<file path="src/smi_consts.svh">
`ifndef SMI_CONSTS_SVH
`define SMI_CONSTS_SVH

// fixed control code in the upper nibble of the control byte
`define SMI_CTRL_CODE 4'ha
// bits per byte, ninth clock is the acknowledge slot
`define SMI_BYTE_BITS 4'h8
`define SMI_LAST_TX_BIT 4'h7
// sampling clock and highest bus bit rate
`define SMI_REF_CLK_KHZ 100000
`define SMI_MAX_RATE_KBPS 400
`define SMI_BIT_CYCLES (`SMI_REF_CLK_KHZ / `SMI_MAX_RATE_KBPS)
`define SMI_HALF_BIT_CYCLES (`SMI_BIT_CYCLES / 2)
// width of the pin synchroniser: scl, sda, three straps, write protect
`define SMI_SYNC_WIDTH 6

`endif

</file>
<file path="src/smi_pkg.sv">
package smi_pkg;

  typedef enum logic [2:0] {
    st_idle,
    st_rx,
    st_ack,
    st_tx,
    st_mack,
    st_ignore
  } smi_state_e;

  typedef struct packed {
    logic valid;
    logic write_ok;
    logic [7:0] data;
  } smi_rx_s;

  typedef struct packed {
    logic busy;
    logic selected;
    logic read_mode;
    logic write_allowed;
  } smi_status_s;

endpackage : smi_pkg

</file>
<file path="src/smi_sync.sv">
`timescale 1ns/1ns
`include "smi_consts.svh"

module smi_sync (
  input logic ref_clk,
  input logic resetn,
  input logic [`SMI_SYNC_WIDTH-1:0] pin_in,
  output logic [`SMI_SYNC_WIDTH-1:0] pin_sync
);

  logic [`SMI_SYNC_WIDTH-1:0] meta;
  logic [`SMI_SYNC_WIDTH-1:0] next_meta;
  logic [`SMI_SYNC_WIDTH-1:0] next_sync;

  // idle bus level is all ones; straps and protect settle within two edges
  always_comb begin
    next_meta = pin_in;
    next_sync = meta;
    if (!resetn) begin
      next_meta = {`SMI_SYNC_WIDTH{1'b1}};
      next_sync = {`SMI_SYNC_WIDTH{1'b1}};
    end
  end

  always_ff @(posedge ref_clk) begin
    meta <= next_meta;
    pin_sync <= next_sync;
  end

endmodule : smi_sync

</file>
<file path="src/smi_slave.sv">
`timescale 1ns/1ns
`include "smi_consts.svh"

module smi_slave (
  input logic ref_clk,
  input logic resetn,
  input logic scl_in,
  input logic sda_in,
  output logic sda_out,
  output logic sda_oe_n,
  input logic chip_select_strap_lsb,
  input logic chip_select_strap_mid,
  input logic chip_select_strap_msb,
  input logic write_protect,
  input logic [7:0] tx_data,
  output logic tx_req,
  output smi_pkg::smi_rx_s rx,
  output smi_pkg::smi_status_s status,
  output logic start_pulse,
  output logic stop_pulse
);

  logic [`SMI_SYNC_WIDTH-1:0] pin_sync;
  logic scl_q;
  logic sda_q;
  logic [2:0] strap_q;
  logic wp_q;
  logic scl_d;
  logic sda_d;
  // edge flops rest at the idle bus level so no false start follows reset
  logic next_scl_d;
  logic next_sda_d;
  logic scl_rise;
  logic scl_fall;
  logic start_det;
  logic stop_det;

  smi_pkg::smi_state_e state;
  smi_pkg::smi_state_e next_state;
  logic [3:0] cnt;
  logic [3:0] next_cnt;
  logic [7:0] shreg;
  logic [7:0] next_shreg;
  logic ctrl_phase;
  logic next_ctrl_phase;
  logic release_sda;
  logic next_release_sda;
  logic next_tx_req;
  logic load_tx;
  smi_pkg::smi_rx_s next_rx;
  smi_pkg::smi_status_s next_status;
  logic next_start_pulse;
  logic next_stop_pulse;

  // pins reach logic only after two flops
  smi_sync u_sync (
    .ref_clk(ref_clk),
    .resetn(resetn),
    .pin_in({write_protect, chip_select_strap_msb, chip_select_strap_mid,
             chip_select_strap_lsb, sda_in, scl_in}),
    .pin_sync(pin_sync)
  );

  assign scl_q = pin_sync[0];
  assign sda_q = pin_sync[1];
  assign strap_q = pin_sync[4:2];
  assign wp_q = pin_sync[5];

  function automatic logic sel_match(input logic [7:0] ctrl, input logic [2:0] strap);
    logic code_ok;
    logic sel_ok;
    code_ok = (ctrl[7:4] == `SMI_CTRL_CODE);
    sel_ok = (ctrl[3:1] == strap);
    return code_ok && sel_ok;
  endfunction : sel_match

  // scl is only sampled, never driven; one 10 ns sample covers 400 kbit/s
  assign scl_rise = scl_q && !scl_d;
  assign scl_fall = !scl_q && scl_d;
  assign start_det = scl_q && scl_d && sda_d && !sda_q;
  assign stop_det = scl_q && scl_d && !sda_d && sda_q;

  // open drain: low level driven, high left to the pull-up
  assign sda_out = 1'b0;
  assign sda_oe_n = release_sda;

  always_comb begin
    next_state = state;
    next_cnt = cnt;
    next_shreg = shreg;
    next_ctrl_phase = ctrl_phase;
    next_release_sda = release_sda;
    next_tx_req = 1'b0;
    next_rx = rx;
    next_rx.valid = 1'b0;
    next_status = status;
    next_status.write_allowed = !wp_q;
    next_start_pulse = start_det;
    next_stop_pulse = stop_det;
    load_tx = 1'b0;
    next_scl_d = scl_q;
    next_sda_d = sda_q;
    if (start_det) begin
      // repeated start drops any byte in flight
      next_state = smi_pkg::st_rx;
      next_cnt = 4'h0;
      next_ctrl_phase = 1'b1;
      next_release_sda = 1'b1;
      next_status.busy = 1'b1;
      next_status.selected = 1'b0;
    end else if (stop_det) begin
      next_state = smi_pkg::st_idle;
      next_cnt = 4'h0;
      next_release_sda = 1'b1;
      next_status.busy = 1'b0;
      next_status.selected = 1'b0;
    end else begin
      unique case (state)
        smi_pkg::st_idle, smi_pkg::st_ignore: begin
          next_release_sda = 1'b1;
        end
        smi_pkg::st_rx: begin
          if (scl_rise && cnt < `SMI_BYTE_BITS) begin
            next_shreg = {shreg[6:0], sda_q};
            next_cnt = cnt + 4'h1;
          end else if (scl_fall && cnt == `SMI_BYTE_BITS) begin
            if (ctrl_phase) begin
              if (sel_match(shreg, strap_q)) begin
                next_release_sda = 1'b0;
                next_status.selected = 1'b1;
                next_status.read_mode = shreg[0];
                next_state = smi_pkg::st_ack;
              end else begin
                next_state = smi_pkg::st_ignore;
              end
            end else begin
              next_release_sda = 1'b0;
              next_rx.valid = 1'b1;
              next_rx.data = shreg;
              next_rx.write_ok = !wp_q;
              next_state = smi_pkg::st_ack;
            end
          end
        end
        smi_pkg::st_ack: begin
          // ninth falling edge closes the slot
          if (scl_fall) begin
            next_cnt = 4'h0;
            next_ctrl_phase = 1'b0;
            if (status.read_mode) begin
              load_tx = 1'b1;
            end else begin
              next_release_sda = 1'b1;
              next_state = smi_pkg::st_rx;
            end
          end
        end
        smi_pkg::st_tx: begin
          if (scl_fall) begin
            if (cnt == `SMI_LAST_TX_BIT) begin
              next_release_sda = 1'b1;
              next_cnt = 4'h0;
              next_state = smi_pkg::st_mack;
            end else begin
              next_shreg = {shreg[6:0], 1'b0};
              next_release_sda = shreg[6];
              next_cnt = cnt + 4'h1;
            end
          end
        end
        smi_pkg::st_mack: begin
          // master nack ends the read; wait for its stop
          if (scl_rise && sda_q) begin
            next_state = smi_pkg::st_ignore;
          end else if (scl_fall) begin
            load_tx = 1'b1;
          end
        end
        default: begin
          // two spare state codes fall back to a quiet bus
          next_state = smi_pkg::st_idle;
        end
      endcase
    end
    if (load_tx) begin
      next_shreg = tx_data;
      next_release_sda = tx_data[7];
      next_tx_req = 1'b1;
      next_cnt = 4'h0;
      next_state = smi_pkg::st_tx;
    end
    if (!resetn) begin
      next_state = smi_pkg::st_idle;
      next_cnt = 4'h0;
      next_shreg = 8'h00;
      next_ctrl_phase = 1'b0;
      next_release_sda = 1'b1;
      next_tx_req = 1'b0;
      next_rx = '0;
      next_status = '0;
      next_start_pulse = 1'b0;
      next_stop_pulse = 1'b0;
      next_scl_d = 1'b1;
      next_sda_d = 1'b1;
    end
  end

  always_ff @(posedge ref_clk) begin
    scl_d <= next_scl_d;
    sda_d <= next_sda_d;
    state <= next_state;
    cnt <= next_cnt;
    shreg <= next_shreg;
    ctrl_phase <= next_ctrl_phase;
    release_sda <= next_release_sda;
    tx_req <= next_tx_req;
    rx <= next_rx;
    status <= next_status;
    start_pulse <= next_start_pulse;
    stop_pulse <= next_stop_pulse;
  end

  // cycles since the last scl edge, for the response-time check
  logic [15:0] gap;
  logic [15:0] next_gap;
  // saturates so a long idle bus cannot wrap into a false pass
  always_comb begin
    next_gap = gap;
    if (!resetn || scl_rise || scl_fall) begin
      next_gap = 16'h0000;
    end else if (gap != 16'hffff) begin
      next_gap = gap + 16'h0001;
    end
  end

  always_ff @(posedge ref_clk) begin
    gap <= next_gap;
  end
endmodule : smi_slave

</file>
<file path="config.mk">
export PLATFORM = sky130hd
export DESIGN_NAME = smi_slave
export DESIGN_NICKNAME = d
export VERILOG_FILES = /design/src/smi_pkg.sv /design/src/smi_sync.sv /design/src/smi_slave.sv
export VERILOG_INCLUDE_DIRS = /design/src
export SDC_FILE = /design/constraint.sdc
export NUM_CORES = 1
export LEC_CHECK = 0
export ABC_CLOCK_PERIOD_IN_PS = 2900
export BUFFER_PORTS_ARGS = -buffer_cell sky130_fd_sc_hd__buf_2
export CAP_MARGIN = 20
export CORE_MARGIN = 2
export CORE_UTILIZATION = 49
export DETAILED_ROUTE_END_ITERATION = 8
export PLACE_DENSITY = 0.71
export SLEW_MARGIN = 20
export SYNTH_ARGS = -nofsm -noshare
export SYNTH_HDL_FRONTEND = slang
export SYNTH_SLANG_ARGS = --single-unit
</file>
<file path="constraint.sdc">
create_clock -name ref_clk -period 2.9 [get_ports ref_clk]
set_input_delay 0 -clock ref_clk [delete_from_list [all_inputs] [get_ports ref_clk]]
set_output_delay 0 -clock ref_clk [all_outputs]
set_load 0.03 [all_outputs]
</file>
==> report_table.html <==
<table>
<tr><th>Metric</th><th>Value</th></tr>
<tr><th colspan="2">Worst setup path</th></tr>
<tr><td>Required arrival time at the worst endpoint</td><td>3.13 ns</td></tr>
<tr><td>Depth of the worst register-to-register path</td><td>5</td></tr>
<tr><td>Start of the worst register-to-register path</td><td>state[0]$_SDFFE_PN0P_</td></tr>
<tr><td>Maximum fanout encountered on the critical timing path</td><td>13</td></tr>
<tr><td>CP arrival</td><td>2.37 ns</td></tr>
<tr><td>Setup CP Type</td><td>register to register</td></tr>
<tr><td>Reg-to-reg endpoint</td><td>rx[8]$_SDFFE_PN0P_</td></tr>
<tr><td>Reg2Reg Setup Slack</td><td>0.76 ns</td></tr>
<tr><td>Launching element type of the critical path</td><td>register</td></tr>
<tr><td>Beginning of the critical path</td><td>state[0]$_SDFFE_PN0P_</td></tr>
<tr><td>Critical path capture point type</td><td>register</td></tr>
<tr><th colspan="2">Drt</th></tr>
<tr><td>DRC errors left</td><td>0</td></tr>
<tr><td>Routed Antenna Nets</td><td>0</td></tr>
<tr><td>Drt initial violations</td><td>155</td></tr>
<tr><td>Via count of the routed design</td><td>1709</td></tr>
<tr><td>Final wirelength</td><td>4320 um</td></tr>
<tr><td>Detailed-route vias per instance</td><td>5.55</td></tr>
<tr><td>Wire per inst</td><td>between 10 and 15 um</td></tr>
<tr><td>Detailed-router iteration count before antenna repair</td><td>4</td></tr>
<tr><th colspan="2">Hold path</th></tr>
<tr><td>Source of the worst hold timing path</td><td>tx_data[2]</td></tr>
<tr><td>Hold/Removal Path Class</td><td>input port to register</td></tr>
<tr><td>Cell depth of the worst hold path</td><td>3</td></tr>
<tr><td>Worst hold path endpoint</td><td>shreg[2]$_SDFFE_PN0P_</td></tr>
<tr><th colspan="2">Floorplanning</th></tr>
<tr><td>Number of placement rows</td><td>23</td></tr>
<tr><td>Die extent in y</td><td>69.7 um</td></tr>
<tr><td>Full die area</td><td>0.00486 mm2</td></tr>
<tr><td>Area of the placeable core</td><td>roughly 0.0041 mm2</td></tr>
<tr><td>X dimension of the die</td><td>69.7 um</td></tr>
<tr><td>Starting Density</td><td>51.7%</td></tr>
<tr><td>Top-Level Pins</td><td>35</td></tr>
<tr><th colspan="2">STA</th></tr>
<tr><td>Worst slew margin</td><td>between 60% and 70%</td></tr>
<tr><td>Final worst clock skew</td><td>slightly below 0.006 ns</td></tr>
<tr><td>Summed negative setup slack over all endpoints</td><td>0 ns</td></tr>
<tr><td>Transition time at the pin with the least slew margin</td><td>0.558 ns</td></tr>
<tr><td>Unrepaired setup endpoints after global routing</td><td>no</td></tr>
<tr><td>Endpoints failing hold</td><td>0</td></tr>
<tr><td>Slack of the critical path</td><td>0.758 ns</td></tr>
<tr><td>Final worst hold slack</td><td>0.0324 ns</td></tr>
<tr><td>Final worst-path cycle share</td><td>between 70% and 80%</td></tr>
<tr><td>Max-slew violation count</td><td>0</td></tr>
<tr><td>Maximum clock rate</td><td>467 MHz</td></tr>
<tr><td>Final worst path period need</td><td>2.14 ns</td></tr>
<tr><td>Number of setup violations in the final report</td><td>0</td></tr>
<tr><th colspan="2">Logic synthesis</th></tr>
<tr><td>Syn Area/Cell</td><td>9.66 um2</td></tr>
<tr><td>Largest area contributor in the synthesized netlist</td><td>dfxtp_1</td></tr>
<tr><td>EDFF count, synth</td><td>0</td></tr>
<tr><td>Sequential area share after synthesis</td><td>45.4%</td></tr>
<tr><td>Cell area after synthesis</td><td>0.00211 mm2</td></tr>
<tr><td>Warnings, synthesis</td><td>0</td></tr>
<tr><td>Area share of the largest cell type after synthesis</td><td>45.4%</td></tr>
<tr><td>Dominant synthesized flop cell</td><td>dfxtp_1</td></tr>
<tr><td>Most area-consuming cells after synthesis</td><td>dfxtp_1, mux2i_1, nand2b_1, nor2_1, a21oi_1</td></tr>
<tr><td>Synthesized instance count</td><td>219</td></tr>
<tr><td>Number of distinct library cells after synthesis</td><td>51</td></tr>
<tr><td>Register bit count reported by yosys</td><td>48</td></tr>
<tr><td>Share of flip-flops with an asynchronous set or reset</td><td>0%</td></tr>
<tr><td>Net count after synthesis</td><td>237</td></tr>
<tr><th colspan="2">Pwr</th></tr>
<tr><td>Peak supply drop</td><td>0.400 mV</td></tr>
<tr><td>Power per cell area</td><td>527 mW/mm2</td></tr>
<tr><td>Static Leak</td><td>just over 1 nW</td></tr>
<tr><th colspan="2">Global routing</th></tr>
<tr><td>Total GRT Usage</td><td>18.9%</td></tr>
<tr><td>Number of antenna violations at the first check in global routing</td><td>0</td></tr>
<tr><td>Vias in the first global route</td><td>1564</td></tr>
<tr><td>Total congestion overflow after global routing</td><td>0</td></tr>
<tr><td>Largest net degree at the start of global routing</td><td>27</td></tr>
<tr><td>First-pass GRT wire length</td><td>roughly 7300 um</td></tr>
<tr><th colspan="2">Final layout</th></tr>
<tr><td>Final layout net count</td><td>275</td></tr>
<tr><td>P&amp;R area growth vs syn</td><td>16.1%</td></tr>
<tr><td>Layout cells sized above 1</td><td>roughly 22%</td></tr>
<tr><td>Post-route cell area</td><td>around 0.0025 mm2</td></tr>
<tr><td>Final standard cell count with taps included and fillers excluded</td><td>308</td></tr>
<tr><td>Antenna Diode Count</td><td>0</td></tr>
<tr><th colspan="2">Clocking</th></tr>
<tr><td>Maximum count of clock buffers along a single path</td><td>2</td></tr>
<tr><td>Clock latency of the later-clocked register in the worst-skew pair</td><td>around 0.30 ns</td></tr>
<tr><td>Number of buffers created by CTS</td><td>5</td></tr>
<tr><td>Post CTS Setup Buffer Count</td><td>0</td></tr>
<tr><td>TritonCTS Sinks</td><td>48</td></tr>
<tr><td>Clock transition at the register clock pins on the worst setup and hold paths after CTS</td><td>0.09 ns</td></tr>
<tr><td>Cells resized by post-CTS repair</td><td>0</td></tr>
<tr><td>TritonCTS clock tree</td><td>built</td></tr>
<tr><td>CTS Hold Bufs</td><td>6</td></tr>
<tr><td>Clock Tree Root</td><td>clkbuf_8</td></tr>
<tr><td>Depth of the CTS H-tree</td><td>2</td></tr>
<tr><th colspan="2">Placed design</th></tr>
<tr><td>Total placed instance area</td><td>0.00230 mm2</td></tr>
<tr><td>Buffers on Ports</td><td>33</td></tr>
<tr><td>Pre-CTS setup slack</td><td>0.778 ns</td></tr>
<tr><td>Post-placement cell count</td><td>294</td></tr>
<tr><td>Gp weighted congestion</td><td>0.908</td></tr>
<tr><td>HPWL Detailed</td><td>3110 um</td></tr>
<tr><th colspan="2">Outcome</th></tr>
<tr><td>Status</td><td>completed</td></tr>
<tr><th colspan="2">Job</th></tr>
<tr><td>Number of maximum-capacitance constraint violations</td><td>0</td></tr>
</table>
## state kept, by name (all words and copies together), names as in the netlist
signal	cells
shreg	8
sda_d	1
stop_pulse	1
sda_oe_n	1
u_sync.pin_sync	6
status	4
scl_d	1
state	3
rx	10
start_pulse	1
ctrl_phase	1
u_sync.meta	6
cnt	4
tx_req	1
## critical path, stage by stage, from the launching register on
cell and delay, ns:
dfxtp_1 0.59, nor3b_2 0.37, nand3_1 0.15, or3_1 0.58
nor2b_1 0.24, nor3_1 0.14
## synthesized netlist by cell type, types with 4 or more instances
cell and count:
dfxtp_1 48, buf_4 5, a211oi_1 7, nand2_1 5
a21oi_1 14, nand3_1 4, mux2i_1 16, inv_1 5
nor2_1 26, nand2b_1 20, nor3_1 5, nor2b_1 6
## kinds of logic after synthesis
family,synth area share [%]
adders and majority gates,1.18
DFF,45.4
AOI/OAI and AO/OA,14.3
other,0.177
buffers and inverters,3.85
xor gates and xnor gates,1.66
and+or+nand+nor,25.3
muxes,8.11
## cell usage in the layout (no fill, tap or decap), drive strengths merged, types with 2 or more instances in the layout
| cell | count |
|---|---|
| nand3 | 4 |
| and2b | 2 |
| nand2b | 20 |
| nor3b | 3 |
| o211ai | 2 |
| o21ai | 3 |
| nand3b | 4 |
| nor4b | 2 |
| clkinv | 2 |
| ha | 2 |
| nor3 | 5 |
| and4bb | 2 |
| nor4 | 2 |
| xnor2 | 3 |
| or3 | 2 |
| nand2 | 5 |
| a21oi | 14 |
| dfxtp | 48 |
| nor2b | 6 |
| inv | 6 |
| clkbuf | 6 |
| nor2 | 26 |
| o311a | 2 |
| and2 | 2 |
| a211oi | 10 |
| buf | 35 |
| dlygate4sd3 | 6 |
| mux2i | 16 |
## how the worst max path moves through the flow
stage,cells past startpoint,to,slack (ns)
final,5,rx[8]$_SDFFE_PN0P_,0.76
after CTS,5,rx[8]$_SDFFE_PN0P_,0.77
after floorplan,6,state[1]$_SDFFE_PN0P_,1.04
after detailed placement,5,rx[8]$_SDFFE_PN0P_,0.78
after global placement,5,rx[8]$_SDFFE_PN0P_,0.84
after global routing,5,rx[0]$_SDFFE_PN0P_,0.60
## power by group
group	internal, mW	switching, mW
combinational	0.0757	0.0904
clock	0.195	0.219
sequential	0.683	0.0313
## metal layers
metal | wire [um] | global-route usage [%] | vias to the layer above
met5 | 0 | 0 | -
met4 | 105 | 8.55 | 0
met3 | 217 | 4.80 | 10
met2 | 1990 | 29.7 | 49
met1 | 2010 | 24.5 | 805
li1 | - | - | 845
## area by class of cell
cell class,count,area [um2]
multi-input combinational,155,1070
fill,362,1630
inverter,6,22.5
clock inverter,2,13.8
sequential,48,961
timing repair buffer,41,240
tap,50,62.6
clock buffer,6,82.6
## metrics by stage
step	power, mW	util, %
after floorplan	0.852	-
after global placement	0.886	56.2
after detailed placement	0.888	56.2
after CTS	1.31	60.1
after global routing	1.36	60.1
final	1.29	60.1
(Power assumes the default switching activity.)
